--- config.mk ---
export PLATFORM = sky130hd
export DESIGN_NAME = display_reload_event_clip
export DESIGN_NICKNAME = d
export VERILOG_FILES = /design/src/core/display_reload_event_clip.v
export VERILOG_INCLUDE_DIRS = /design/src /design/src/core
export SDC_FILE = /design/constraint.sdc
export NUM_CORES = 1
export LEC_CHECK = 0
export BUFFER_PORTS_ARGS = -buffer_cell sky130_fd_sc_hd__buf_2
export CAP_MARGIN = 20
export CORE_MARGIN = 1
export CORE_UTILIZATION = 60
export DETAILED_ROUTE_END_ITERATION = 8
export PLACE_DENSITY = 0.82
export SLEW_MARGIN = 20
export SYNTH_ARGS = -nofsm -noshare
export SYNTH_HDL_FRONTEND = slang
export SYNTH_SLANG_ARGS = --single-unit
export TNS_END_PERCENT = 5
--- constraint.sdc ---
create_clock -name ref_clk_i -period 4.5 [get_ports ref_clk_i]
set_clock_uncertainty 0.05 [all_clocks]
set_input_delay 0.45 -clock ref_clk_i [delete_from_list [all_inputs] [get_ports ref_clk_i]]
set_output_delay 0.45 -clock ref_clk_i [all_outputs]
set_load 0.02 [all_outputs]
--- src/core/display_reload_regs.vh ---
`ifndef DISPLAY_RELOAD_REGS_VH
`define DISPLAY_RELOAD_REGS_VH

// Register byte offsets
`define OFS_COUNTER_RELOAD    8'h00
`define OFS_DMA_REQUEST_COUNT 8'h04
`define OFS_CLIP_BOUNDS       8'h08
`define OFS_DISPLAY_CTRL      8'h0C
`define OFS_REQUEST_STATUS    8'h10
`define OFS_COUNTER_STATUS    8'h14

// Writable bit masks, reserved bits stay zero
`define MASK_COUNTER_RELOAD    32'h0FFFFFFF
`define MASK_DMA_REQUEST_COUNT 32'h0FFF0FFF
`define MASK_DISPLAY_CTRL      32'h0000000F

// Reset values
`define RST_COUNTER_RELOAD    32'h00000000
`define RST_DMA_REQUEST_COUNT 32'h00000000
`define RST_CLIP_BOUNDS       32'hF010EB10
`define RST_DISPLAY_CTRL      32'h00000000

// Field positions
`define LINE_RELOAD_MSB  27
`define LINE_RELOAD_LSB  16
`define CLOCK_RELOAD_MSB 15
`define CLOCK_RELOAD_LSB 12
`define PIXEL_RELOAD_MSB 11
`define PIXEL_RELOAD_LSB 0
`define FIELD2_CNT_MSB   27
`define FIELD2_CNT_LSB   16
`define FIELD1_CNT_MSB   11
`define FIELD1_CNT_LSB   0
`define CHROMA_HI_MSB    31
`define CHROMA_HI_LSB    24
`define CHROMA_LO_MSB    23
`define CHROMA_LO_LSB    16
`define LUMA_HI_MSB      15
`define LUMA_HI_LSB      8
`define LUMA_LO_MSB      7
`define LUMA_LO_LSB      0
`define CTRL_MODE_MSB    1
`define CTRL_MODE_LSB    0
`define CTRL_EXT_HSYNC   2
`define CTRL_EXT_VSYNC   3

// Display modes
`define MODE_BT656 2'h0
`define MODE_YC    2'h1
`define MODE_RAW   2'h2

`endif

--- src/core/display_reload_event_clip.v ---
`timescale 1ns/1ps
`default_nettype none
`include "display_reload_regs.vh"

module display_reload_event_clip #(
    parameter LINE_PIXELS = 12'd858,
    parameter FRAME_LINES = 12'd525
) (
    // Clock and reset
    input  wire        ref_clk_i,
    input  wire        resetn_i,

    // Register bus
    input  wire [7:0]  paddr_i,
    input  wire        psel_i,
    input  wire        penable_i,
    input  wire        pwrite_i,
    input  wire [31:0] pwdata_i,
    output reg  [31:0] prdata_o,
    output reg         pready_o,
    output reg         pslverr_o,

    // Video timing pins
    input  wire        vid_clk_i,
    input  wire        ext_hsync_i,
    input  wire        ext_vsync_i,

    // Field and DMA request handshake
    input  wire        field_start_i,
    input  wire        field2_i,
    input  wire        dma_need_i,
    output reg         luma_dma_request_o,
    output reg         blue_chroma_dma_request_o,
    output reg         red_chroma_dma_request_o,

    // Pixel stream
    input  wire [9:0]  pix_data_i,
    input  wire        pix_chroma_i,
    input  wire        pix_image_i,
    input  wire        pix_valid_i,
    output reg  [9:0]  pix_data_o,
    output reg         pix_valid_o
);

    // Software-visible registers
    reg  [31:0] display_counter_reload_r;
    reg  [31:0] display_dma_request_count_r;
    reg  [31:0] output_clip_bounds_r;
    reg  [31:0] display_ctrl_r;

    // Display counters and request budget
    reg  [11:0] frame_line_counter_r;
    reg  [3:0]  video_clock_counter_r;
    reg  [11:0] frame_pixel_counter_r;
    reg  [11:0] requests_left_r;
    reg         field2_active_r;

    // Pin synchroniser stages
    reg  [2:0]  vclk_sync_r;
    reg  [2:0]  hsync_sync_r;
    reg  [2:0]  vsync_sync_r;

    // Combinational results
    reg  [31:0] rdata_nxt;
    reg         unmapped_nxt;
    reg  [7:0]  clamp8_nxt;
    reg         clamped_nxt;

    // Decode and datapath helpers
    wire [1:0]  mode;
    wire        raw_mode;
    wire        vclk_rise;
    wire        hsync_rise;
    wire        vsync_rise;
    wire        hsync_load;
    wire        vsync_load;
    wire        apb_access;
    wire        apb_write;
    wire [7:0]  lo_bound;
    wire [7:0]  hi_bound;
    wire [7:0]  sample8;
    wire        clip_active;
    wire        pixel_wrap;
    wire        line_wrap;
    wire        apb_first;
    wire        need_taken;

    // Mode decode; code 3 behaves as a non-raw mode
    assign mode     = display_ctrl_r[`CTRL_MODE_MSB:`CTRL_MODE_LSB];
    assign raw_mode = (mode == `MODE_RAW);

    // Wrap points of the free-running counters
    assign pixel_wrap = (frame_pixel_counter_r >= LINE_PIXELS - 12'd1);
    assign line_wrap  = (frame_line_counter_r >= FRAME_LINES - 12'd1);

    // Pin synchronisers; edges found between second and third stage
    // Only the second stage reads the first, which may be metastable
    always @(posedge ref_clk_i) begin
        if (!resetn_i) begin
            vclk_sync_r  <= 3'h0;
            hsync_sync_r <= 3'h0;
            vsync_sync_r <= 3'h0;
        end else begin
            vclk_sync_r  <= {vclk_sync_r[1:0], vid_clk_i};
            hsync_sync_r <= {hsync_sync_r[1:0], ext_hsync_i};
            vsync_sync_r <= {vsync_sync_r[1:0], ext_vsync_i};
        end
    end

    assign vclk_rise  = vclk_sync_r[1] & ~vclk_sync_r[2];
    assign hsync_rise = hsync_sync_r[1] & ~hsync_sync_r[2];
    assign vsync_rise = vsync_sync_r[1] & ~vsync_sync_r[2];

    // Reloads only act with the matching external sync selected
    assign hsync_load = hsync_rise & display_ctrl_r[`CTRL_EXT_HSYNC];
    assign vsync_load = vsync_rise & display_ctrl_r[`CTRL_EXT_VSYNC];

    // APB: one wait state, write commits when pready is high
    // The answer edge is the only edge that commits a write
    assign apb_access = psel_i & penable_i;
    assign apb_first  = apb_access & ~pready_o;
    assign apb_write  = apb_access & pready_o & pwrite_i;

    // Read mux and address decode
    always @* begin
        rdata_nxt    = 32'h00000000;
        unmapped_nxt = 1'b0;
        case (paddr_i)
            `OFS_COUNTER_RELOAD:    rdata_nxt = display_counter_reload_r;
            `OFS_DMA_REQUEST_COUNT: rdata_nxt = display_dma_request_count_r;
            `OFS_CLIP_BOUNDS:       rdata_nxt = output_clip_bounds_r;
            `OFS_DISPLAY_CTRL:      rdata_nxt = display_ctrl_r;
            `OFS_REQUEST_STATUS:    rdata_nxt = {19'h0, field2_active_r,
                                                 requests_left_r};
            `OFS_COUNTER_STATUS:    rdata_nxt = {4'h0, frame_line_counter_r,
                                                 video_clock_counter_r,
                                                 frame_pixel_counter_r};
            default:                unmapped_nxt = 1'b1;
        endcase
    end

    // Bus handshake and read data
    always @(posedge ref_clk_i) begin
        if (!resetn_i) begin
            pready_o  <= 1'b0;
            prdata_o  <= 32'h00000000;
            pslverr_o <= 1'b0;
        end else if (apb_first) begin
            pready_o  <= 1'b1;
            prdata_o  <= pwrite_i ? 32'h00000000 : rdata_nxt;
            pslverr_o <= unmapped_nxt;
        end else begin
            pready_o  <= 1'b0;
            prdata_o  <= 32'h00000000;
            pslverr_o <= 1'b0;
        end
    end

    // Software registers; reserved bits masked off
    always @(posedge ref_clk_i) begin
        if (!resetn_i) begin
            display_counter_reload_r    <= `RST_COUNTER_RELOAD;
            display_dma_request_count_r <= `RST_DMA_REQUEST_COUNT;
            output_clip_bounds_r        <= `RST_CLIP_BOUNDS;
            display_ctrl_r              <= `RST_DISPLAY_CTRL;
        end else if (apb_write) begin
            case (paddr_i)
                `OFS_COUNTER_RELOAD:
                    display_counter_reload_r <= pwdata_i & `MASK_COUNTER_RELOAD;
                `OFS_DMA_REQUEST_COUNT:
                    display_dma_request_count_r <= pwdata_i & `MASK_DMA_REQUEST_COUNT;
                `OFS_CLIP_BOUNDS:
                    output_clip_bounds_r <= pwdata_i;
                `OFS_DISPLAY_CTRL:
                    display_ctrl_r <= pwdata_i & `MASK_DISPLAY_CTRL;
                default: begin
                end
            endcase
        end
    end

    // Display counters; a sync reload wins over counting
    // An hsync reload also stops line counting for that cycle; a vsync reload still loads it
    always @(posedge ref_clk_i) begin
        if (!resetn_i) begin
            frame_line_counter_r  <= 12'h000;
            video_clock_counter_r <= 4'h0;
            frame_pixel_counter_r <= 12'h000;
        end else begin
            if (hsync_load) begin
                video_clock_counter_r <= display_counter_reload_r
                    [`CLOCK_RELOAD_MSB:`CLOCK_RELOAD_LSB];
                frame_pixel_counter_r <= display_counter_reload_r
                    [`PIXEL_RELOAD_MSB:`PIXEL_RELOAD_LSB];
            end else if (vclk_rise) begin
                video_clock_counter_r <= video_clock_counter_r + 4'h1;
                if (pixel_wrap)
                    frame_pixel_counter_r <= 12'h000;
                else
                    frame_pixel_counter_r <= frame_pixel_counter_r + 12'h001;
            end
            if (vsync_load) begin
                frame_line_counter_r <= display_counter_reload_r
                    [`LINE_RELOAD_MSB:`LINE_RELOAD_LSB];
            end else if (vclk_rise && !hsync_load && pixel_wrap) begin
                if (line_wrap)
                    frame_line_counter_r <= 12'h000;
                else
                    frame_line_counter_r <= frame_line_counter_r + 12'h001;
            end
        end
    end

    // A need pulse is served while budget is left
    assign need_taken = dma_need_i & (requests_left_r != 12'h000);

    // Request budget per field, one set per need cycle; raw mode sets luma only
    // Need pulses in the field start cycle are dropped
    always @(posedge ref_clk_i) begin
        if (!resetn_i) begin
            requests_left_r           <= 12'h000;
            field2_active_r           <= 1'b0;
            luma_dma_request_o        <= 1'b0;
            blue_chroma_dma_request_o <= 1'b0;
            red_chroma_dma_request_o  <= 1'b0;
        end else begin
            luma_dma_request_o        <= 1'b0;
            blue_chroma_dma_request_o <= 1'b0;
            red_chroma_dma_request_o  <= 1'b0;
            if (field_start_i) begin
                field2_active_r <= field2_i;
                if (field2_i)
                    requests_left_r <= display_dma_request_count_r
                        [`FIELD2_CNT_MSB:`FIELD2_CNT_LSB];
                else
                    requests_left_r <= display_dma_request_count_r
                        [`FIELD1_CNT_MSB:`FIELD1_CNT_LSB];
            end else if (need_taken) begin
                requests_left_r           <= requests_left_r - 12'h001;
                luma_dma_request_o        <= 1'b1;
                blue_chroma_dma_request_o <= !raw_mode;
                red_chroma_dma_request_o  <= !raw_mode;
            end
        end
    end

    // Bounds for this sample's component
    assign lo_bound = pix_chroma_i ?
        output_clip_bounds_r[`CHROMA_LO_MSB:`CHROMA_LO_LSB] :
        output_clip_bounds_r[`LUMA_LO_MSB:`LUMA_LO_LSB];
    assign hi_bound = pix_chroma_i ?
        output_clip_bounds_r[`CHROMA_HI_MSB:`CHROMA_HI_LSB] :
        output_clip_bounds_r[`LUMA_HI_MSB:`LUMA_HI_LSB];
    assign sample8     = pix_data_i[9:2];
    assign clip_active = !raw_mode && pix_image_i;

    // Clamp on the upper 8 bits
    // In-range samples keep their low bits, only clamped ones lose them
    always @* begin
        clamp8_nxt  = sample8;
        clamped_nxt = 1'b0;
        if (sample8 > hi_bound) begin
            clamp8_nxt  = hi_bound;
            clamped_nxt = 1'b1;
        end else if (sample8 < lo_bound) begin
            clamp8_nxt  = lo_bound;
            clamped_nxt = 1'b1;
        end
    end

    // Final output stage of the pixel path
    // Nothing follows this register, so clipping is the last step
    always @(posedge ref_clk_i) begin
        if (!resetn_i) begin
            pix_data_o  <= 10'h000;
            pix_valid_o <= 1'b0;
        end else begin
            pix_valid_o <= pix_valid_i;
            if (clip_active && clamped_nxt)
                pix_data_o <= {clamp8_nxt, 2'h0};
            else
                pix_data_o <= pix_data_i;
        end
    end

endmodule

`default_nettype wire

== After elaboration in Yosys (flattened, before gate mapping) ==
Cells that the tools add are included.

* Register bits after elaboration: 185
* Input bits: 64
* Output and inout bits: 48
* Word-level logic and storage cells: 94

* $add $sub $neg: 4
* Magnitude comparators: 4
* Equality and inequality tests: 6
* Mux-type cells: 22
* Bitwise gates (word level): 17
* Reductions and logical operators: 21

{| class="wikitable"
|+ Operator list
! operator !! count
|-
| one-hot mux 32 bit (6 select lines) || 1
|-
| 2-to-1 mux 12 bit || 9
|-
| 2-to-1 mux 8 bit || 4
|-
| adder 12 x 1 -> 12 bit (second input constant) || 2
|-
| greater-or-equal comparator 12 x 10 -> 1 bit (second input constant) || 2
|-
| equality test 8 x 4 -> 1 bit (second input constant) || 2
|-
| equality test 8 x 5 -> 1 bit (second input constant) || 2
|-
| nonzero test 12 bit || 1
|-
| subtractor 12 x 1 -> 12 bit (second input constant) || 1
|-
| bitwise AND 1 bit || 10
|-
| 2-to-1 mux 10 bit || 1
|-
| AND reduction 2 bit || 5
|-
| equality test 8 x 3 -> 1 bit (second input constant) || 1
|-
| greater-than comparator 8 bit || 1
|-
| logical NOT 8 bit || 1
|-
| < comparator 8 bit || 1
|-
| 2-to-1 mux 4 bit || 2
|-
| inverter 1 bit || 7
|-
| nonzero test 2 bit || 3
|-
| OR reduction 3 bit || 2
|-
| OR reduction 6 bit || 1
|-
| 2-to-1 mux 1 bit || 5
|-
| adder 4 x 1 -> 4 bit (second input constant) || 1
|-
| logical AND 1 bit || 4
|-
| 3 further kinds || 5
|}

== Depth between registers and ports, before layout ==
Gate-level depths: netlist of run 1.

* Depth after elaboration: 8
* Depth in mapped cells: 11
* Mapped depth without buffers: 9

== Least setup slack after synthesis of run 1 ==
Ideal clock, no wire load.

* Kind: input-to-reg
* Start point: input port pix_chroma_i
* End point: register pix_data_o[3]
* Setup time: 0.061 ns
* Arrival: 3.021 ns
* Required time: 4.389 ns
* Slack: 1.368 ns
* Stages on the path: 9
* Buffers on the path: 2
* Path through: clkbuf_1 clkbuf_1 mux2i_1 ha_1 a211oi_1 o2111a_1 nor2_1 nor3_1 a221o_1

* Longest elaborated chain between the ends: 6
* Elaborated cells on any way between the ends: 10
* Those cells by class: order compare (2); mux (7); reduce/logical (1)

{| class="wikitable"
|+ Ends and longest elaborated chain
! element !! line !! text
|-
| from (decl) || display_reload_event_clip.v:38 || <nowiki>input wire pix_chroma_i,</nowiki>
|-
| 2-to-1 mux 8 bit || display_reload_event_clip.v:248 || <nowiki>assign lo_bound = pix_chroma_i ?</nowiki>
|-
| < comparator 8 bit || display_reload_event_clip.v:265 || <nowiki>end else if (sample8 < lo_bound) begin</nowiki>
|-
| 2-to-1 mux 1 bit || display_reload_event_clip.v:265 ||
|-
| 2-to-1 mux 1 bit || display_reload_event_clip.v:262 || <nowiki>if (sample8 > hi_bound) begin</nowiki>
|-
| logical AND 1 bit || display_reload_event_clip.v:279 || <nowiki>if (clip_active && clamped_nxt)</nowiki>
|-
| 2-to-1 mux 10 bit * || display_reload_event_clip.v:279 ||
|-
| to (signal assigned) || display_reload_event_clip.v:280 || <nowiki>pix_data_o <= {clamp8_nxt, 2'h0};</nowiki>
|-
| to (signal assigned) || display_reload_event_clip.v:282 || <nowiki>pix_data_o <= pix_data_i;</nowiki>
|-
| to (decl) || display_reload_event_clip.v:41 || <nowiki>output reg [9:0] pix_data_o,</nowiki>
|}

Mark *: on every way between the ends. The rest lies on a longest branch, timed or not.
A chain may end at the register's enable or synchronous reset.

== Worst setup path in the final report of run 1 ==
* Start point: input port pix_chroma_i
* End point: register pix_data_o[9]

Same word-level chain as after synthesis.

==> results of run 1 <==
## critical path: stages
cell and delay (ns):
buf_2 0.35, mux2i_1 0.40, ha_1 0.32, nor2b_1 0.14, o211ai_1 0.15, o2111a_1 0.28
nor2_1 0.07, nor3_1 0.74, a221o_1 0.27
## layer usage
| metal | track usage [%] | wire length (um) | vias to the layer above |
|---|---|---|---|
| met5 | 0 | 0 | - |
| met4 | 15.0 | 877 | 0 |
| met3 | 7.30 | 2220 | 68 |
| met2 | 50.6 | 10800 | 433 |
| met1 | 46.0 | 10400 | 3682 |
| li1 | - | - | 3639 |
## state kept, by name (all words and copies together) (netlist names), 4 cells and up
name,flops
video_clock_counter_r,4
display_ctrl_r,4
requests_left_r,12
output_clip_bounds_r,32
display_counter_reload_r,28
frame_line_counter_r,12
frame_pixel_counter_r,12
pix_data_o,10
display_dma_request_count_r,24
prdata_o,32
## metrics by stage
step	instances	hold slack (ns)	worst slack (ns)	util, %
global placement	1220	0.366	1.40	66.1
CTS	1252	0.153	1.75	70.1
floorplan	977	0.362	1.37	-
finish	1252	0.157	1.66	70.1
global route	1252	0.151	1.53	70.1
detailed placement	1220	0.367	1.28	66.1
## kinds of logic (layout without fill, tap and decap cells)
kind of cell	count (synthesis)	in the layout
xor+xnor	7	7
simple gates	391	391
flops	185	185
fa+ha+maj	22	22
compound gates	225	225
buf+inv	84	179
mux	63	63
## how the worst max path moves through the flow
| stage | start | end | slack (ns) | cells after the start |
|---|---|---|---|---|
| after floorplan | pix_chroma_i | pix_data_o[3] | 1.37 | 9 |
| after global placement | pix_chroma_i | pix_data_o[7] | 1.40 | 9 |
| after detailed placement | pix_chroma_i | pix_data_o[3] | 1.28 | 9 |
| after CTS | pix_chroma_i | pix_data_o[6] | 1.75 | 9 |
| after global routing | pix_chroma_i | pix_data_o[6] | 1.53 | 9 |
| final | pix_chroma_i | pix_data_o[9] | 1.66 | 9 |
## area by class of cell
cell class                      count  share of cell area [%]
Clock buffer                       21                    4.61
Clock inverter                     11                    1.03
Inverter                           23                   0.884
Multi-Input combinational cell    708                    46.5
Sequential cell                   185                    37.9
Tap cell                          180                    2.31
Timing Repair Buffer              124                    6.71
## power by group
part / switching, mW / internal [mW]
logic: 0.128 / 0.0887
clock network: 0.642 / 0.775
registers: 0.0161 / 1.66
total: 0.786 / 2.52
## cells in the final DEF, fill, tap and decap left out, drive strengths merged, types with 23 or more instances in the layout
master  netlist  final
a21boi       59     59
a21oi        35     35
buf          14    124
dfxtp       185    185
inv          23     23
mux2i        49     49
nand2       209    209
nand3        28     28
nor2         32     32
nor2b        33     33
o21ai        23     23
==> flow_summary.ini, run 1 <==
[status]
status = finished clean

[clock_tree]
cts.sinks = 185
cts_tree = built
clk_latency_ns = 0.44
cts_hold_buf = 0
post_cts_buffers = 0
clkTransAtPathRegs_ns = 0.07
clk_path_buf_depth = 2
cts_made_buffers = 17
cts-root-buf = clkbuf_16
cts_resized = 0
htreeDepth = 4

[floorplanning]
start_util_pct = 61.7
row_count = 43
io_pins = 112
die_y_um = 122
core-area_um2 = 13900
die_area_um2 = 14800
die_w_um = 122

[critical_path]
r2r_cells = 8
path_max_fanout = 16
crit_type = in2reg
crit_path_start_kind = input port
cp.arrival_ns = 3.17
required_ns = 4.83
crit_path_end_kind = register
rrSetupSlack_ns = 1.74
worst_r2r_endpoint = pix_data_o[9]
reg2reg_from = output_clip_bounds_r[9]

[layout]
n_fill_cell = 1120
drive_gt1_share_pct = 16.5
finalInstanceArea_um2 = 9760
seq_area_um2 = 3700
multi_input_area_um2 = 4540
area_growth_pct = 13.5
n_antenna_cell = 0
fin_nets = 1145

[drt]
vias = 7822
antenna_left = 0
drc = 0
wire_per_inst_um = 19.4
drtIter0Drc = 924
vias_per_cell = 6.25
routed_wl_um = 24300
first_pass_iters = 8

[global_route]
grt_first_pass_wirelength_um = 37700
antenna_found_initial = 0
overflow = 0
grt_max_degree = 122
grt_pass1_vias = 7060
grtUsageTotal_pct = 33.6

[logic_synthesis]
ys_seq_area_share_pct = 43.1
synthAdderAreaFrac_pct = 3.20
yosys_warnings = 0
synth_xor_area_share_pct = 0.713
postSynthCellCount = 977
ys.flop_type = dfxtp_1
synth_edf_count = 0
yosys.area_share.simple_pct = 22.0
yosys.cell_types.count = 61
yosysMostFrequentCell = nand2_1
synth-async-reset-ratio_pct = 0
synth_compound_area_share_pct = 19.3
synthTopCellsByArea = dfxtp_1 (43%), nand2_1 (9.1%), mux2i_1 (5.7%)
ys_ff_latch = 185
synth_top_family_by_area = simple AND/OR/NAND/NOR gates
syn_nets = 1063
post_synth_instance_area_um2 = 8600
synth.top_cell.area_share_pct = 43.1
muxShareOfSynthArea_pct = 7.54
syn_area_per_cell_um2 = 8.80
synth_top_area_cell = dfxtp_1
yosys-top-cells-count = nand2_1 (209), dfxtp_1 (185), mux2i_1 (49)

[pwr]
p_per_area_nw_per_um2 = 339
p_total_mw = 3.31
p_leak_nw = 3.94
ir_drop_v = 0.000292

[min_path]
hold_start = vid_clk_i
hp-class = in2reg
min_to = vclk_sync_r[0]
hold_depth = 2

[sta]
hold_viol_final = 0
tns_ns = 0
max_slew_margin_pct = 28.1
rsz0062_at_grt = false
tightest_slew_ns = 1.08
finalCritPeriodShare_pct = 63.0
finalSetupViolations = 0
post-route-min-period_ns = 2.84
slew_viol_final = 0
max_freq_ghz = 0.352

[placement]
place_hpwl_um = 16900
io_buffer_count = 111
dpl_cell_area_um2 = 9210
place.gp.congestion = 0.882

[job]
maxCapViolations = 0
(Power assumes the default switching activity.)
==> run 2, diff against run 1 <==
--- a/config.mk
+++ b/config.mk
@@ -9,9 +9,9 @@
 export BUFFER_PORTS_ARGS = -buffer_cell sky130_fd_sc_hd__buf_2
 export CAP_MARGIN = 20
 export CORE_MARGIN = 1
-export CORE_UTILIZATION = 60
+export CORE_UTILIZATION = 52
 export DETAILED_ROUTE_END_ITERATION = 8
-export PLACE_DENSITY = 0.82
+export PLACE_DENSITY = 0.76
 export SLEW_MARGIN = 20
 export SYNTH_ARGS = -nofsm -noshare
 export SYNTH_HDL_FRONTEND = slang
==> constraint.sdc (replaced) <==
create_clock -name ref_clk_i -period 2.4 [get_ports ref_clk_i]
set_clock_uncertainty 0.05 [all_clocks]
set_input_delay 0.24 -clock ref_clk_i [delete_from_list [all_inputs] [get_ports ref_clk_i]]
set_output_delay 0.24 -clock ref_clk_i [all_outputs]
set_load 0.02 [all_outputs]
==> flow_summary.ini, run 2 (synthesized netlist as in run 1, its figures left out) <==
[clock_tree]
clk_path_buf_depth = 2
clk_latency_ns = 0.44
clkTransAtPathRegs_ns = 0.08
cts_tree = built
cts.sinks = 185
cts-root-buf = clkbuf_16
post_cts_buffers = 0
cts_made_buffers = 17
htreeDepth = 4

[sta]
slew_viol_final = 0
hold_viol_final = 0
max_freq_ghz = 0.447
max_slew_margin_pct = 56.4
finalCritPeriodShare_pct = 93.1
tightest_slew_ns = 0.654
finalSetupViolations = 0
rsz0062_at_grt = false
post-route-min-period_ns = 2.23

[layout]
utilization_pct = 64.9
drive_gt1_share_pct = 19.6
layout_common_cells = nand2_1 (209), dfxtp_1 (184), buf_2 (110), mux2i_1 (49), buf_4 (36)
layout_commonest_cell = nand2_1
top_regs = output_clip_bounds_r (32), prdata_o (32), display_counter_reload_r (28)
area_growth_pct = 20.7
fin_nets = 1190
n_antenna_cell = 0
layoutNonFillerInstCount = 1333

[min_path]
hold_depth = 3
min_to = output_clip_bounds_r[23]
hp-class = in2reg
hold_start = pwdata_i[23]

[floorplanning]
core-area_um2 = 16000
io_pins = 112
die_area_um2 = 17100
row_count = 46
die_w_um = 131
die_y_um = 131
start_util_pct = 53.7

[drt]
drtIter0Drc = 777
antenna_left = 0
drc = 0
first_pass_iters = 5
vias_per_cell = 5.95
routed_wl_um = 25800
vias = 7926
wire_per_inst_um = 19.4

[critical_path]
crit_path_end_kind = register
reg2reg_from = output_clip_bounds_r[13]
r2r_cells = 7
critPathBufInv = 0
path_max_fanout = 8
required_ns = 2.73
rrSetupSlack_ns = 0.17
crit_type = reg2reg
critPathTopFamily = compound AO/OA/AOI/OAI gates
slowest_stage = dfxtp_1
max_stage_delay_ns = 0.43
cp.arrival_ns = 2.56
setup.worst_path.start = output_clip_bounds_r[13]
worst_r2r_endpoint = pix_data_o[9]
path_cells = mux2i_1 > ha_1 > a211oi_2 > o2111a_1 > nor2_1 > nor3_4 > a221o_1
crit_path_start_kind = register

[global_route]
use_met2_pct = 51.1
grt_first_pass_wirelength_um = 39900
gr-max-usage-layer = met2
use_met3_pct = 6.72
grt_pass1_vias = 7326
grt.met1_usage_pct = 40.1
grt_max_degree = 72
antenna_found_initial = 1
overflow = 0
grtUsageTotal_pct = 31.0

[pwr]
p_total_mw = 6.46
ir_drop_v = 0.000685
p_per_area_nw_per_um2 = 623
p_leak_nw = 4.22

[status]
status = finished clean

[placement]
place.gp.congestion = 0.921
io_buffer_count = 111
placedCellCount = 1287
place_hpwl_um = 18100

[job]
maxCapViolations = 0
[run 2: changes by cell type in the layout (fill, tap and decap cells not counted), sizes merged]
| cell | delta |
|---|---|
| clkinv | -4 |
| clkbuf | -4 |
| buf | +31 |
| dlygate4sd3 | +14 |
| inv | +9 |
| clkinvlp | -1 |
[run 2: timing repair]
| item | in CTS | in global routing |
|---|---|---|
| setup endpoints to repair | 8 | 12 |
| hold endpoints to repair | 14 | 0 |
| pin swaps | 0 | 2 |
| hold buffers | 14 | 0 |
| gates resized for setup | 1 | 8 |
[run 2: stage by stage]
stage          hold WS (ns)  instance area [um2]  setup WS [ns]  TNS, ns
3_5_place_dp          0.370                 9620         -0.203    -1.68
6_report             0.0127                10400          0.165        0
4_1_cts             0.00529                10400         0.0133        0
5_1_grt              0.0133                10400        0.00505        0
3_3_place_gp          0.364                 9620         -0.146    -1.13
2_1_floorplan         0.312                 8620         0.0330        0
[run 2: layout make-up]
class                      instances  area [um2]
clock inverter                    15         174
fill                            1370        5620
timing repair buffer             169        1140
tap                              216         270
sequential                       185        3700
clock buffer                      17         425
inverter                          23        86.3
multi-input combinational        708        4580
[run 2: per-layer routing]
metal | vias to the layer above | part of all wire (%)
met3 | 50 | 8.3
met5 | - | 0
met4 | 0 | 2.7
met2 | 353 | 47
li1 | 3736 | -
met1 | 3787 | 42
[run 2: how the worst max path moves through the flow]
stage | depth (start not counted) | to | slack (ns)
floorplan | 11 | pix_data_o[3] | 0.03
global placement | 10 | pix_data_o[7] | -0.15
detailed placement | 10 | pix_data_o[9] | -0.20
CTS | 9 | pix_data_o[9] | 0.01
global route | 9 | pix_data_o[9] | 0.005
finish | 7 | pix_data_o[9] | 0.17
[run 2: worst register-to-register path: cells and delay by family (launching register included)]
family / cells / cell delay [ns]
compound gates: 3 / 0.81
fa+ha+maj: 1 / 0.33
simple gates: 2 / 0.42
flops: 1 / 0.43
mux: 1 / 0.14
[run 2: where the power goes]
| group | total (mW) | switching [mW] | internal (mW) |
|---|---|---|---|
| combinational | 0.468 | 0.261 | 0.207 |
| sequential | 3.13 | 0.0276 | 3.10 |
| clock | 2.86 | 1.37 | 1.50 |
